<file path="src/pkg/urs_pkg.sv">
// Register map, field positions, reset values and timing constants of the serial receiver
package urs_pkg;
  localparam int ADDR_W = 12;
  localparam int DATA_W = 16;

  localparam logic [11:0] ADDR_MODE    = 12'h220;
  localparam logic [11:0] ADDR_STATUS  = 12'h222;
  localparam logic [11:0] ADDR_TXDATA  = 12'h224;
  localparam logic [11:0] ADDR_RXDATA  = 12'h226;
  localparam logic [11:0] ADDR_BAUD    = 12'h228;
  localparam logic [11:0] ADDR_INTSTAT = 12'h22a;
  localparam logic [11:0] ADDR_INTMASK = 12'h22c;

  localparam logic [15:0] MODE_RESET   = 16'h0000;
  localparam logic [15:0] STATUS_RESET = 16'h0110;
  localparam logic [15:0] RXDATA_RESET = 16'h0000;
  localparam logic [15:0] BAUD_RESET   = 16'h0000;

  // Mode fields
  localparam int MODE_ENABLE_BIT = 15;
  localparam int MODE_FMT_HI     = 2;
  localparam int MODE_FMT_LO     = 1;
  localparam logic [15:0] MODE_WMASK = 16'h8006;

  // Data and parity selection codes
  localparam logic [1:0] FMT_8N = 2'h0;
  localparam logic [1:0] FMT_8E = 2'h1;
  localparam logic [1:0] FMT_8O = 2'h2;
  localparam logic [1:0] FMT_9N = 2'h3;

  // Status and control fields
  localparam int STAT_SREMPTY_BIT = 8;
  localparam int STAT_RXLVL_HI    = 7;
  localparam int STAT_RXLVL_LO    = 6;
  localparam int STAT_ADDRDET_BIT = 5;
  localparam int STAT_IDLE_BIT    = 4;
  localparam int STAT_PARERR_BIT  = 3;
  localparam int STAT_FRMERR_BIT  = 2;
  localparam int STAT_OVR_BIT     = 1;
  localparam int STAT_AVAIL_BIT   = 0;
  localparam logic [1:0] RXLVL_3_4  = 2'h2;
  localparam logic [1:0] RXLVL_FULL = 2'h3;

  // Interrupt event bits
  localparam int INT_W       = 4;
  localparam int INT_RX_BIT  = 0;
  localparam int INT_OVR_BIT = 1;
  localparam int INT_FRM_BIT = 2;
  localparam int INT_PAR_BIT = 3;

  // Character and buffer layout
  localparam int CHAR_W     = 9;
  localparam int ENTRY_W    = CHAR_W + 2;
  localparam int FIFO_DEPTH = 4;

  // Oversampling of each bit period
  localparam int OVERSAMPLE = 16;
  localparam int MID_SAMPLE = OVERSAMPLE / 2;
endpackage

</file>
<file path="src/pkg/urs_fifo_if.sv">
// Connection between the receiver core and its character buffer
`timescale 1ns/1ps
`default_nettype none
interface urs_fifo_if #(
  parameter int W     = 11,
  parameter int DEPTH = 4
);
  logic                         push;
  logic [W-1:0]                 push_data;
  logic                         pop;
  logic                         flush;
  logic [W-1:0]                 head;
  logic [$clog2(DEPTH+1)-1:0]   count;
  logic                         full;
  logic                         empty;

  modport owner (output push, push_data, pop, flush, input head, count, full, empty);
  modport store (input push, push_data, pop, flush, output head, count, full, empty);
endinterface
`default_nettype wire

</file>
<file path="src/urs_sync.sv">
// Two-flop synchroniser for the receive line
`timescale 1ns/1ps
`default_nettype none
module urs_sync (
  input  wire logic clk,
  input  wire logic rst,
  input  wire logic din,
  output logic      dout
);
  logic stage1;

  // Resets to the idle line level so no false start bit appears
  always_ff @(posedge clk or posedge rst) begin
    if (rst) begin
      stage1 <= 1'b1;
      dout   <= 1'b1;
    end else begin
      stage1 <= din;
      dout   <= stage1;
    end
  end
endmodule
`default_nettype wire

</file>
<file path="src/urs_fifo.sv">
// Receive character buffer held in flip-flops
`timescale 1ns/1ps
`default_nettype none
module urs_fifo #(
  parameter int W     = 11,
  parameter int DEPTH = 4
) (
  input  wire logic clk,
  input  wire logic rst,
  urs_fifo_if.store q
);
  localparam int PW = $clog2(DEPTH);
  localparam int CW = $clog2(DEPTH + 1);

  logic [W-1:0]  mem [DEPTH];
  logic [PW-1:0] rd_ptr;
  logic [PW-1:0] wr_ptr;
  logic          do_push;
  logic          do_pop;

  assign do_push = q.push && !q.full;
  assign do_pop  = q.pop && !q.empty;
  assign q.full  = (q.count == CW'(DEPTH));
  assign q.empty = (q.count == '0);
  assign q.head  = mem[rd_ptr];

  // Storage is not reset; count and pointers decide what is valid
  always_ff @(posedge clk) begin
    if (do_push) begin
      mem[wr_ptr] <= q.push_data;
    end
  end

  always_ff @(posedge clk or posedge rst) begin
    if (rst) begin
      rd_ptr  <= '0;
      wr_ptr  <= '0;
      q.count <= '0;
    end else if (q.flush) begin
      rd_ptr  <= '0;
      wr_ptr  <= '0;
      q.count <= '0;
    end else begin
      if (do_push) begin
        wr_ptr <= PW'(wr_ptr + 1'b1);
      end
      if (do_pop) begin
        rd_ptr <= PW'(rd_ptr + 1'b1);
      end
      if (do_push && !do_pop) begin
        q.count <= CW'(q.count + 1'b1);
      end else if (do_pop && !do_push) begin
        q.count <= CW'(q.count - 1'b1);
      end
    end
  end
endmodule
`default_nettype wire

</file>
<file path="src/urs_top.sv">
// Serial port receive path: line receiver, status flags, register file and interrupt
`timescale 1ns/1ps
`default_nettype none
// Behaviour
// (RL1) Status bit 4 reads 1 while receiver idle, 0 while receiving a character.
// (RL2) Status bit 3 shows parity error of the character at buffer head.
// (RL3) Status bit 2 shows framing error of the character at buffer head.
// (RL4) Status bit 1 set on buffer overflow; software may read or clear only.
// (RL5) Clearing a set overrun flag empties the buffer and the shift register.
// (RL6) Status bit 0 is 1 when a character can be read, 0 when empty.
// (RL7) Reset loads status 0x0110; mode, receive data and divisor load zero.
// (RL8) Transmit data register content is undefined after reset.
// (RL9) Unimplemented register bits read zero and ignore writes.
// (RL10) Receive buffer holds four characters and is full with four waiting.
// (RL11) Character arriving at a full buffer sets overrun and is discarded.
module urs_top #(
  parameter int DEPTH = urs_pkg::FIFO_DEPTH
) (
  input  wire logic        MCLK,
  input  wire logic        RESET,
  input  wire logic        RX_PIN,
  input  wire logic [11:0] ADDR,
  input  wire logic [15:0] WDATA,
  input  wire logic        WR,
  input  wire logic        RD,
  output logic      [15:0] RDATA,
  output logic             IRQ,
  output logic      [8:0]  TX_DATA,
  output logic             TX_LOAD
);
  localparam int CW = $clog2(DEPTH + 1);
  localparam int EW = urs_pkg::ENTRY_W;
  localparam int NW = urs_pkg::CHAR_W;

  typedef enum logic [2:0] {
    URS_IDLE,
    URS_START,
    URS_DATA,
    URS_PARITY,
    URS_STOP
  } urs_state_t;

  urs_fifo_if #(.W(EW), .DEPTH(DEPTH)) fq ();

  urs_state_t                 state;
  logic                       rx_line;
  logic [15:0]                serial_mode_control;
  logic [15:0]                baud_divisor;
  logic [1:0]                 rx_int_select;
  logic                       address_detect;
  logic                       overrun_flag;
  logic [urs_pkg::INT_W-1:0]  int_status;
  logic [urs_pkg::INT_W-1:0]  int_mask;
  logic [urs_pkg::INT_W-1:0]  int_event;
  logic [15:0]                baud_cnt;
  logic                       tick;
  logic [3:0]                 os_cnt;
  logic [3:0]                 bit_idx;
  logic [NW-1:0]              receive_shift_register;
  logic                       parity_bit;
  logic                       done;
  logic [NW-1:0]              done_data;
  logic                       done_frm_err;
  logic                       done_par_err;
  logic                       parity_bad;
  logic [15:0]                rx_data_word;
  logic                       accept;
  logic                       overrun_set;
  logic                       overrun_clear;
  logic                       flush;
  logic                       port_enable;
  logic [1:0]                 frame_format;
  logic                       nine_bit;
  logic                       parity_on;
  logic                       last_os;
  logic [3:0]                 last_bit;
  logic                       receiver_idle_flag;
  logic                       parity_error_flag;
  logic                       framing_error_flag;
  logic                       rx_data_available_flag;
  logic [15:0]                status_value;
  logic [15:0]                next_rdata;
  logic                       wr_status;

  // The line passes two flops before the receiver looks at it
  urs_sync u_sync (
    .clk  (MCLK),
    .rst  (RESET),
    .din  (RX_PIN),
    .dout (rx_line)
  );

  urs_fifo #(.W(EW), .DEPTH(DEPTH)) u_fifo (
    .clk (MCLK),
    .rst (RESET),
    .q   (fq.store)
  );

  assign port_enable = serial_mode_control[urs_pkg::MODE_ENABLE_BIT];
  // Frame format decode; every code but the nine-bit one carries eight data bits
  assign frame_format = serial_mode_control[urs_pkg::MODE_FMT_HI:urs_pkg::MODE_FMT_LO];
  assign nine_bit    = (frame_format == urs_pkg::FMT_9N);
  assign parity_on   = (frame_format == urs_pkg::FMT_8E) || (frame_format == urs_pkg::FMT_8O);
  assign last_bit    = nine_bit ? 4'(NW - 1) : 4'(NW - 2);
  assign last_os     = (os_cnt == 4'(urs_pkg::OVERSAMPLE - 1));
  assign wr_status   = WR && (ADDR == urs_pkg::ADDR_STATUS);

  // Bit-rate tick: the divisor plus one system clocks per oversample
  // At or above, so lowering the divisor mid-count cannot stall the port for a counter wrap
  assign tick = port_enable && (baud_cnt >= baud_divisor);

  always_ff @(posedge MCLK or posedge RESET) begin
    if (RESET) begin
      baud_cnt <= '0;
    end else if (tick || !port_enable) begin
      baud_cnt <= '0;
    end else begin
      baud_cnt <= 16'(baud_cnt + 1'b1);
    end
  end

  // Line receiver; start bit is rechecked at its middle to reject glitches
  always_ff @(posedge MCLK or posedge RESET) begin
    if (RESET) begin
      state                  <= URS_IDLE;
      os_cnt                 <= '0;
      bit_idx                <= '0;
      receive_shift_register <= '0;
      parity_bit             <= 1'b0;
      done                   <= 1'b0;
      done_data              <= '0;
      done_frm_err           <= 1'b0;
      done_par_err           <= 1'b0;
    end else begin
      done <= 1'b0;
      if (flush || !port_enable) begin
        state                  <= URS_IDLE; // RL5
        receive_shift_register <= '0; // RL5
        os_cnt                 <= '0;
      end else begin
        unique case (state)
          URS_IDLE: begin
            if (!rx_line) begin
              state  <= URS_START;
              os_cnt <= '0;
            end
          end
          URS_START: begin
            if (tick) begin
              if (os_cnt == 4'(urs_pkg::MID_SAMPLE - 1)) begin
                os_cnt                 <= '0;
                bit_idx                <= '0;
                receive_shift_register <= '0;
                state                  <= rx_line ? URS_IDLE : URS_DATA;
              end else begin
                os_cnt <= 4'(os_cnt + 1'b1);
              end
            end
          end
          URS_DATA: begin
            if (tick) begin
              os_cnt <= 4'(os_cnt + 1'b1);
              if (last_os) begin
                receive_shift_register[bit_idx] <= rx_line;
                bit_idx                         <= 4'(bit_idx + 1'b1);
                if (bit_idx == last_bit) begin
                  state <= parity_on ? URS_PARITY : URS_STOP;
                end
              end
            end
          end
          URS_PARITY: begin
            if (tick) begin
              os_cnt <= 4'(os_cnt + 1'b1);
              if (last_os) begin
                parity_bit <= rx_line;
                state      <= URS_STOP;
              end
            end
          end
          URS_STOP: begin
            if (tick) begin
              os_cnt <= 4'(os_cnt + 1'b1);
              if (last_os) begin
                state        <= URS_IDLE;
                done         <= 1'b1;
                done_data    <= receive_shift_register;
                done_frm_err <= !rx_line;
                done_par_err <= parity_bad;
              end
            end
          end
        endcase
      end
    end
  end

  assign receiver_idle_flag = (state == URS_IDLE); // RL1

  // Odd format wants an odd count of ones over data and parity bit, even format an even one
  assign parity_bad = parity_on
                      && ((^{receive_shift_register[NW-2:0], parity_bit})
                          != (frame_format == urs_pkg::FMT_8O));

  // In address-detect mode with the nine-bit format only characters with the top bit set are kept
  assign accept = done && !overrun_flag // RL11
                  && !(address_detect && nine_bit && !done_data[NW-1]);
  assign overrun_set   = accept && fq.full; // RL10
  assign fq.push       = accept && !fq.full; // RL11
  assign fq.push_data  = {done_par_err, done_frm_err, done_data};
  assign fq.pop        = RD && (ADDR == urs_pkg::ADDR_RXDATA);
  // Only a real one-to-zero change flushes; a new overrun in that cycle wins
  assign overrun_clear = wr_status && overrun_flag && !WDATA[urs_pkg::STAT_OVR_BIT];
  assign flush         = overrun_clear && !overrun_set; // RL5
  assign fq.flush      = flush;

  // Only hardware sets the flag; a software write of one to it is ignored
  always_ff @(posedge MCLK or posedge RESET) begin
    if (RESET) begin
      overrun_flag <= 1'b0;
    end else if (overrun_set) begin
      overrun_flag <= 1'b1; // RL4
    end else if (overrun_clear) begin
      overrun_flag <= 1'b0; // RL4
    end
  end

  // Error flags follow the head character, so each data read advances them
  assign rx_data_available_flag = !fq.empty; // RL6
  assign parity_error_flag      = !fq.empty && fq.head[EW-1]; // RL2
  assign framing_error_flag     = !fq.empty && fq.head[EW-2]; // RL3

  // Control registers
  always_ff @(posedge MCLK or posedge RESET) begin
    if (RESET) begin
      serial_mode_control <= urs_pkg::MODE_RESET; // RL7
      baud_divisor        <= urs_pkg::BAUD_RESET; // RL7
      rx_int_select       <= urs_pkg::STATUS_RESET[urs_pkg::STAT_RXLVL_HI:urs_pkg::STAT_RXLVL_LO];
      address_detect      <= urs_pkg::STATUS_RESET[urs_pkg::STAT_ADDRDET_BIT];
      int_mask            <= '0;
    end else if (WR) begin
      unique case (ADDR)
        urs_pkg::ADDR_MODE: begin
          serial_mode_control <= WDATA & urs_pkg::MODE_WMASK; // RL9
        end
        urs_pkg::ADDR_BAUD: begin
          baud_divisor <= WDATA;
        end
        urs_pkg::ADDR_STATUS: begin
          rx_int_select  <= WDATA[urs_pkg::STAT_RXLVL_HI:urs_pkg::STAT_RXLVL_LO];
          address_detect <= WDATA[urs_pkg::STAT_ADDRDET_BIT];
        end
        urs_pkg::ADDR_INTMASK: begin
          int_mask <= WDATA[urs_pkg::INT_W-1:0];
        end
        default: begin
        end
      endcase
    end
  end

  // Holding register toward the transmitter; deliberately left without reset
  always_ff @(posedge MCLK) begin
    if (WR && (ADDR == urs_pkg::ADDR_TXDATA)) begin
      TX_DATA <= WDATA[NW-1:0]; // RL8
    end
  end

  // One-cycle strobe telling the transmitter that a new character waits
  always_ff @(posedge MCLK or posedge RESET) begin
    if (RESET) begin
      TX_LOAD <= 1'b0;
    end else begin
      TX_LOAD <= WR && (ADDR == urs_pkg::ADDR_TXDATA);
    end
  end

  // Receive event honours the fill-level selection before the push
  always_comb begin
    int_event                       = '0;
    int_event[urs_pkg::INT_OVR_BIT] = overrun_set;
    int_event[urs_pkg::INT_FRM_BIT] = fq.push && done_frm_err;
    int_event[urs_pkg::INT_PAR_BIT] = fq.push && done_par_err;
    unique case (rx_int_select)
      urs_pkg::RXLVL_FULL: int_event[urs_pkg::INT_RX_BIT] = fq.push
                                                             && (fq.count == CW'(DEPTH - 1));
      urs_pkg::RXLVL_3_4:  int_event[urs_pkg::INT_RX_BIT] = fq.push
                                                             && (fq.count == CW'(DEPTH - 2));
      default:              int_event[urs_pkg::INT_RX_BIT] = fq.push;
    endcase
  end

  // Sticky events, cleared by writing one; a new event beats a clear
  always_ff @(posedge MCLK or posedge RESET) begin
    if (RESET) begin
      int_status <= '0;
    end else if (WR && (ADDR == urs_pkg::ADDR_INTSTAT)) begin
      int_status <= int_event | (int_status & ~WDATA[urs_pkg::INT_W-1:0]);
    end else begin
      int_status <= int_event | int_status;
    end
  end

  assign IRQ = |(int_status & int_mask);

  // Status word; transmitter fields outside this block read as zero, empty flag as one
  always_comb begin
    status_value                             = '0; // RL9
    status_value[urs_pkg::STAT_SREMPTY_BIT] = urs_pkg::STATUS_RESET[urs_pkg::STAT_SREMPTY_BIT];
    status_value[urs_pkg::STAT_RXLVL_HI:urs_pkg::STAT_RXLVL_LO] = rx_int_select;
    status_value[urs_pkg::STAT_ADDRDET_BIT]  = address_detect;
    status_value[urs_pkg::STAT_IDLE_BIT]     = receiver_idle_flag; // RL1
    status_value[urs_pkg::STAT_PARERR_BIT]   = parity_error_flag; // RL2
    status_value[urs_pkg::STAT_FRMERR_BIT]   = framing_error_flag; // RL3
    status_value[urs_pkg::STAT_OVR_BIT]      = overrun_flag; // RL4
    status_value[urs_pkg::STAT_AVAIL_BIT]    = rx_data_available_flag; // RL6
  end

  // An empty buffer reads as the zero reset value
  assign rx_data_word = fq.empty ? urs_pkg::RXDATA_RESET : 16'(fq.head[NW-1:0]); // RL9

  always_comb begin
    next_rdata = '0;
    unique case (ADDR)
      urs_pkg::ADDR_MODE:    next_rdata = serial_mode_control;
      urs_pkg::ADDR_STATUS:  next_rdata = status_value;
      urs_pkg::ADDR_RXDATA:  next_rdata = rx_data_word;
      urs_pkg::ADDR_BAUD:    next_rdata = baud_divisor;
      urs_pkg::ADDR_INTSTAT: next_rdata = 16'(int_status);
      urs_pkg::ADDR_INTMASK: next_rdata = 16'(int_mask);
      default:               next_rdata = '0;
    endcase
  end

  always_ff @(posedge MCLK or posedge RESET) begin
    if (RESET) begin
      RDATA <= '0;
    end else begin
      RDATA <= RD ? next_rdata : '0;
    end
  end
endmodule
`default_nettype wire

</file>
<file path="config.mk">
export PLATFORM = sky130hd
export DESIGN_NAME = urs_top
export DESIGN_NICKNAME = d
export VERILOG_FILES = /design/src/pkg/urs_pkg.sv /design/src/pkg/urs_fifo_if.sv /design/src/urs_sync.sv /design/src/urs_fifo.sv /design/src/urs_top.sv
export SDC_FILE = /design/constraint.sdc
export NUM_CORES = 1
export LEC_CHECK = 0
export BUFFER_PORTS_ARGS = -buffer_cell sky130_fd_sc_hd__buf_4
export CORE_MARGIN = 3
export CORE_UTILIZATION = 55
export CTS_CLUSTER_DIAMETER = 80
export DETAILED_ROUTE_END_ITERATION = 8
export HOLD_SLACK_MARGIN = 0.06
export PLACE_DENSITY_LB_ADDON = 0.12
export SLEW_MARGIN = 20
export SYNTH_ARGS = -nofsm -noshare
export SYNTH_HDL_FRONTEND = slang
export SYNTH_SLANG_ARGS = --single-unit
</file>
<file path="constraint.sdc">
create_clock -name MCLK -period 8.5 [get_ports MCLK]
set_input_delay 0.425 -clock MCLK [delete_from_list [all_inputs] [get_ports MCLK]]
set_output_delay 0.425 -clock MCLK [all_outputs]
set_load 0.03 [all_outputs]
</file>
Word-level counts from Yosys, hierarchy flattened
Memories as Yosys holds them, arrays and structs flattened. Cells that the tools add are included.

Bits in registers: 115. Bits in latches: 0. Memory bits (writable): 44. Output and inout port bits: 27. Input port bits: 33. Bits in read-only memories: 0. Word-level logic and storage cells: 197. Memories: 1.

Reductions and logical operators: 61. Bitwise logic cells: 6. Multiply operators: 0. Equal/unequal tests: 38. Order comparisons: 3. Shift-type cells: 0. Divide/modulo/power cells: 0. $add $sub $neg: 7. Multiplexer cells: 56.

Memory list: u_fifo.mem (words 4, bits a word 11, rd ports 1, clocked after Yosys merged registers in 0, wr ports 1, RTL line urs_fifo.sv:15) `logic [W-1:0] mem [DEPTH];`.

Operators by type and width (count): one-hot mux 16 bit (6 select lines) (1); == test 12 x 10 -> 1 bit, second input constant (7); 2-to-1 mux 9 bit (6); 2-to-1 mux 3 bit (15); 2-to-1 mux 4 bit (11); 2-to-1 mux 16 bit (2); inequality test 3 bit, second input constant (10); logical AND 1 bit (26); one-hot mux 9 bit (2 select lines) (1); adder 16 x 1 -> 16 bit, second input constant (1); greater-or-equal comparator 16 bit (1); one-hot mux 3 bit (5 select lines) (1); == test 3 x 2 -> 1 bit, second input constant (4); one-hot mux 4 bit (3 select lines) (1); logical NOT 1 bit (11); 2-to-1 mux 2 bit (5); AND reduction 10 bit (1); bitwise mux 9 bit (1); 2-to-1 mux 1 bit (9); XOR reduction 9 bit (1); adder 4 x 1 -> 4 bit, second input constant (2); bitwise AND 4 bit (2); == test 2 bit, second input constant (4); inequality test 2 bit, second input constant (4); 30 further kinds (44).

Logic depth before layout (Yosys ltp)
Depth after elaboration: 12. Mapped depth: 10. Depth with buffers taken out: 9.

Hierarchy
Synthesis repeated with hierarchy kept, for this count alone.

Cells, all modules: 688. Area, all modules: 7857.5 um2.

By module, submodules not included: urs_top (area each 5627.9 um2, instances 1, cells each 563, sequential area each 2697.6 um2); urs_fifo (area each 2173.3 um2, instances 1, cells each 122, sequential area each 1496.4 um2); urs_sync (area each 56.3 um2, instances 1, cells each 3, sequential area each 52.6 um2).

Least setup slack after synthesis
No wires, ideal clock.

Path type: input to register. From: input ADDR[4]. To: register u_fifo.q.count[2]. Buffers on the path: 0. Data required time: 8.371 ns. Slack: 5.907 ns. Cell stages on the path: 9. Arrival: 2.464 ns. Setup time: 0.129 ns. Cell sequence: or4b_1 nor3_1 nand4_1 and2_1 fa_1 nand2b_1 mux2i_1 xnor2_1 nor2_1.

Longest elaborated chain between the ends: 7. Elaborated cells on any way between the ends: 14. Those cells by class: eq/ne: 2; mux: 2; reduce/logical: 10.

Ends and longest elaborated chain: from (decl) (RTL line urs_top.sv:22) `input wire logic [11:0] ADDR,`; == test 12 x 10 -> 1 bit (RTL line urs_top.sv:211) `assign fq.pop = RD && (ADDR == urs_pkg::ADDR_RXDATA);`; logical AND 1 bit (RTL line urs_top.sv:211); logical AND 1 bit (RTL line urs_fifo.sv:22) `assign do_pop = q.pop && !q.empty;`; logical NOT 1 bit (RTL line urs_fifo.sv:50) `if (do_push && !do_pop) begin`; logical AND 1 bit (RTL line urs_fifo.sv:50); 2-to-1 mux 3 bit (RTL line urs_fifo.sv:50); 2-to-1 mux 3 bit (RTL line urs_fifo.sv:39) `end else if (q.flush) begin`; to (signal assigned) (RTL line urs_fifo.sv:51) `q.count <= CW'(q.count + 1'b1);`; to (signal assigned) (RTL line urs_fifo.sv:53) `q.count <= CW'(q.count - 1'b1);`; to (decl) (RTL line urs_fifo_if.sv:18) `modport store (input push, push_data, pop, flush, output head, count, full, empty);`.

Several ways; a longest one is shown, not always the timed one. A chain may end at the register's enable or synchronous reset.

Worst setup path after layout
From: register baud_divisor[15]. To: register done_data[0].

Longest elaborated chain between the ends: 3.

Ends and longest elaborated chain: from (decl) (RTL line urs_top.sv:48) `logic [15:0] baud_divisor;`; from (signal assigned) (RTL line urs_top.sv:237) `baud_divisor <= urs_pkg::BAUD_RESET;`; greater-or-equal comparator 16 bit (RTL line urs_top.sv:110) `assign tick = port_enable && (baud_cnt >= baud_divisor);`; logical AND 1 bit (RTL line urs_top.sv:110); AND reduction 4 bit (no line); to (signal assigned) (RTL line urs_top.sv:187) `done_data <= receive_shift_register;`; to (decl) (RTL line urs_top.sv:62) `logic [NW-1:0] done_data;`.

No other way between the ends.

==> impl_metrics.xml <==
<?xml version="1.0" encoding="UTF-8"?>
<metrics>
  <group name="outcome">
    <metric name="outcome" unit="">finished clean</metric>
  </group>
  <group name="logic_synthesis">
    <metric name="netlist.area_leader.share" unit="%">34.4</metric>
    <metric name="count_of_flip_flops_with_a_built_in_enable_after_synthesis" unit="">53</metric>
    <metric name="synth.ff_latch_count" unit="">159</metric>
    <metric name="syn_avg_cell_area" unit="um^2">12.1</metric>
    <metric name="post_synth_num_cell_types" unit="">63</metric>
    <metric name="synthesis.nets" unit="">689</metric>
    <metric name="ys.warnings.count" unit="">0</metric>
    <metric name="ys_dominant_reg_cell" unit="">dfrtp_1</metric>
    <metric name="netlist.top_cell.by_area" unit="">dfrtp_1</metric>
    <metric name="post_synth_most_frequent_cells" unit="">dfrtp_1 (104), edfxtp_1 (53), nor2_1 (45)</metric>
    <metric name="synth-seq-area-share" unit="%">56.1</metric>
    <metric name="synth_async_sr_flop_share" unit="%">66.7</metric>
    <metric name="ys_top_cells_by_area" unit="">dfrtp_1 (34%), edfxtp_1 (21%), ha_1 (4.6%)</metric>
    <metric name="synth_area" unit="um^2">7570</metric>
    <metric name="post-synth-top-count-cell" unit="">dfrtp_1</metric>
    <metric name="synth_cells" unit="">627</metric>
  </group>
  <group name="worst_setup_path">
    <metric name="timing_worst_setup_path_type" unit="">flip-flop to flip-flop</metric>
    <metric name="start_kind" unit="">flip-flop</metric>
    <metric name="reg2regPathDepth" unit="">8</metric>
    <metric name="worstPathMaxFanout" unit="">12</metric>
    <metric name="arrival" unit="ps">3270</metric>
    <metric name="terminus_of_the_critical_flop_to_flop_path" unit="">done_data[0]$_DFFE_PP0P_</metric>
    <metric name="crit_path_end_kind" unit="">flip-flop</metric>
    <metric name="timing.critical_path.required" unit="ps">8810</metric>
    <metric name="worst_reg2reg_startpoint" unit="">baud_divisor[15]$_DFFE_PP0P_</metric>
    <metric name="r2r_setup_slack" unit="ps">5540</metric>
  </group>
  <group name="placed_design">
    <metric name="routabilityCongestion" unit="">0.887</metric>
    <metric name="buffer_ports.inserted" unit="">59</metric>
    <metric name="dpl.hpwl" unit="mm">12.0</metric>
    <metric name="post-place-cells" unit="">842</metric>
  </group>
  <group name="drt">
    <metric name="wire_per_inst" unit="um">19.4</metric>
    <metric name="avgViaCountPerCell" unit="">5.95</metric>
    <metric name="via_count" unit="">5204</metric>
    <metric name="drt_drc_violations_left" unit="">0</metric>
    <metric name="detail_route.iter0.violations" unit="">379</metric>
    <metric name="antenna_violating_nets_post_route" unit="">0</metric>
    <metric name="routed_wire_length" unit="mm">17.0</metric>
    <metric name="detail_route.first_pass.iterations" unit="">7</metric>
  </group>
  <group name="finish">
    <metric name="multi_input_comb_area" unit="um^2">3100</metric>
    <metric name="antennaDiodeCount" unit="">0</metric>
    <metric name="final_net_count" unit="">748</metric>
    <metric name="final_cells" unit="">875</metric>
    <metric name="ff_latch_area" unit="um^2">4250</metric>
    <metric name="layout-drive-gt1-share" unit="%">20.5</metric>
    <metric name="nFillCells" unit="">1017</metric>
    <metric name="areaGrowthSynthToFinish" unit="%">15.6</metric>
  </group>
  <group name="clock_network">
    <metric name="cts-root-to-sink-buffers" unit="">2</metric>
    <metric name="clk_latency" unit="ps">430</metric>
    <metric name="cts_htree_levels" unit="">4</metric>
    <metric name="ctsHoldBuffers" unit="">1</metric>
    <metric name="cts_num_sinks" unit="">159</metric>
    <metric name="cts_setup_buffers" unit="">0</metric>
    <metric name="tritoncts" unit="">built</metric>
    <metric name="cts.root.buffer_cell" unit="">clkbuf_16</metric>
    <metric name="cts.repair.resized" unit="">0</metric>
    <metric name="clk_transition_reported_paths" unit="ps">60</metric>
    <metric name="tritoncts.num_buffers" unit="">17</metric>
  </group>
  <group name="pwr">
    <metric name="power_density" unit="nW/um^2">179</metric>
    <metric name="vdd.ir_drop.worst" unit="uV">143</metric>
    <metric name="p_leak" unit="nW">3.56</metric>
  </group>
  <group name="global_route">
    <metric name="globalRouteTotalUtil" unit="%">24.0</metric>
    <metric name="grt_overflow_total" unit="">0</metric>
    <metric name="grt_pass1_wl" unit="mm">27.4</metric>
    <metric name="grt_pass1_vias" unit="">5265</metric>
    <metric name="grt_start_max_net_pins" unit="">73</metric>
    <metric name="grt_antenna_before_repair" unit="">0</metric>
  </group>
  <group name="sta">
    <metric name="fin_tns_setup" unit="ps">0</metric>
    <metric name="final.min_clock_period" unit="ps">2960</metric>
    <metric name="rsz0062_at_grt" unit="">false</metric>
    <metric name="hold_viol" unit="">0</metric>
    <metric name="final.setup_skew" unit="ps">8.72</metric>
    <metric name="finalSetupViolCount" unit="">0</metric>
    <metric name="drv_slew" unit="">0</metric>
    <metric name="layout_worst_path_cycle_share" unit="%">34.8</metric>
    <metric name="timing.fmax" unit="MHz">338</metric>
    <metric name="tightest_slew" unit="ps">929</metric>
    <metric name="worst_slew_margin_rel" unit="%">38.1</metric>
  </group>
  <group name="worst_hold_path">
    <metric name="worst_hold_path.endpoint" unit="">u_sync.stage1$_DFF_PP1_</metric>
    <metric name="min-delay-path-class" unit="">input port to flip-flop</metric>
    <metric name="worst_hold_path_stage_count" unit="">1</metric>
    <metric name="hp-start" unit="">RX_PIN</metric>
  </group>
  <group name="flow_run">
    <metric name="drv.max_cap_violation_count" unit="">0</metric>
  </group>
  <group name="floorplanning">
    <metric name="die_h" unit="um">123</metric>
    <metric name="dieWidth" unit="um">123</metric>
    <metric name="fp.dieArea" unit="um^2">15200</metric>
    <metric name="pin_count" unit="">60</metric>
    <metric name="std_cell_rows" unit="">42</metric>
    <metric name="floorplan.initialDensity" unit="%">56.7</metric>
    <metric name="core-area" unit="um^2">13300</metric>
  </group>
</metrics>
## state kept, by name, summed over array words and instances, names as in the netlist, 3 cells and up
register / cells
baud_cnt: 16
int_mask: 4
serial_mode_control: 3
state: 3
receive_shift_register: 9
bit_idx: 4
u_fifo.q.count: 3
u_fifo.mem: 44
int_status: 4
baud_divisor: 16
os_cnt: 4
TX_DATA: 9
done_data: 9
RDATA: 16
## placed cells by master, fill, tap and decap left out, types with 4 or more instances in the layout
cell | synthesis | layout
buf_4 | 1 | 62
nor2b_1 | 4 | 4
nor2_1 | 45 | 45
and3_1 | 11 | 11
a22o_1 | 4 | 4
nand2_1 | 31 | 31
xor2_1 | 14 | 14
clkbuf_16 | 0 | 17
mux2_1 | 16 | 16
nand3b_1 | 4 | 4
o21ai_0 | 21 | 21
nand3_1 | 18 | 18
a22oi_1 | 12 | 12
nand4_1 | 14 | 14
nor3b_1 | 4 | 4
inv_6 | 0 | 5
o31ai_1 | 5 | 5
edfxtp_1 | 53 | 53
and2_1 | 7 | 7
a31oi_1 | 5 | 5
ha_1 | 28 | 28
dfrtp_1 | 104 | 104
nand2b_1 | 8 | 8
xnor2_1 | 20 | 20
a222oi_1 | 4 | 4
o21ai_1 | 4 | 4
inv_1 | 37 | 36
nor3_1 | 15 | 15
mux4_2 | 11 | 11
a21oi_1 | 38 | 38
mux2_2 | 24 | 24
## how the worst max path moves through the flow
stage | start | endpoint | cells past startpoint
6_report | baud_divisor[15]$_DFFE_PP0P_ | done_data[0]$_DFFE_PP0P_ | 8
5_1_grt | baud_divisor[15]$_DFFE_PP0P_ | done_data[0]$_DFFE_PP0P_ | 8
4_1_cts | baud_divisor[15]$_DFFE_PP0P_ | done_data[8]$_DFFE_PP0P_ | 8
3_5_place_dp | baud_divisor[15]$_DFFE_PP0P_ | done_data[0]$_DFFE_PP0P_ | 8
3_3_place_gp | ADDR[4] | u_fifo.q.count[2]$_DFFE_PP0P_ | 10
2_1_floorplan | RESET | RDATA[0]$_DFF_PP0_ | 1
## logic make-up (layout without fill, tap and decap cells)
| logic type | after synthesis | in the layout | synth area share [%] |
|---|---|---|---|
| xor+xnor | 34 | 34 | 3.94 |
| simple gates | 182 | 182 | 13.0 |
| buf+inv | 60 | 132 | 3.06 |
| mux | 53 | 53 | 9.49 |
| compound gates | 110 | 110 | 9.53 |
| flops | 159 | 159 | 56.1 |
| fa+ha+maj | 29 | 29 | 4.90 |
## per-layer routing
| layer | wire length, um | vias up | global-route usage, % |
|---|---|---|---|
| met5 | 0 | - | 0 |
| met4 | 151 | 0 | 6.71 |
| met3 | 949 | 15 | 5.22 |
| met2 | 8440 | 174 | 40.1 |
| met1 | 7460 | 2608 | 31.8 |
| li1 | - | 2407 | - |
## layout make-up
class	instances	area share, %
clock inverter	13	1.49
clock buffer	19	4.95
tap	176	2.52
multi-input combinational	408	35.5
sequential	159	48.5
timing repair buffer	63	5.43
inverter	37	1.62
## critical path: stages, from the launching register on
cell	delay, ps
dfrtp_1	370
inv_1	50
ha_1	310
nand4_1	170
or3_4	450
o32ai_4	390
o21ai_2	170
nor3_4	530
mux2_1	390
## stage by stage
step | area, um^2 | hold WS (ps) | setup slack, ps | total power [mW] | utilization, %
6_report | 8750 | 110 | 5540 | 1.56 | 65.6
2_1_floorplan | 7570 | 345 | 5290 | 0.825 | -
4_1_cts | 8740 | 98.6 | 5550 | 1.57 | 65.5
3_5_place_dp | 8170 | 347 | 5580 | 0.847 | 61.2
3_3_place_gp | 8170 | 345 | 5690 | 0.846 | 61.2
5_1_grt | 8750 | 96.8 | 5330 | 1.61 | 65.6
## where the power goes
part | internal (mW) | switching (mW) | leakage (nW)
sequential | 0.790 | 0.00157 | 1.82
combinational | 0.0155 | 0.0255 | 1.47
clock | 0.409 | 0.320 | 0.267
total | 1.21 | 0.347 | 3.56
(Power assumes the default switching activity.)
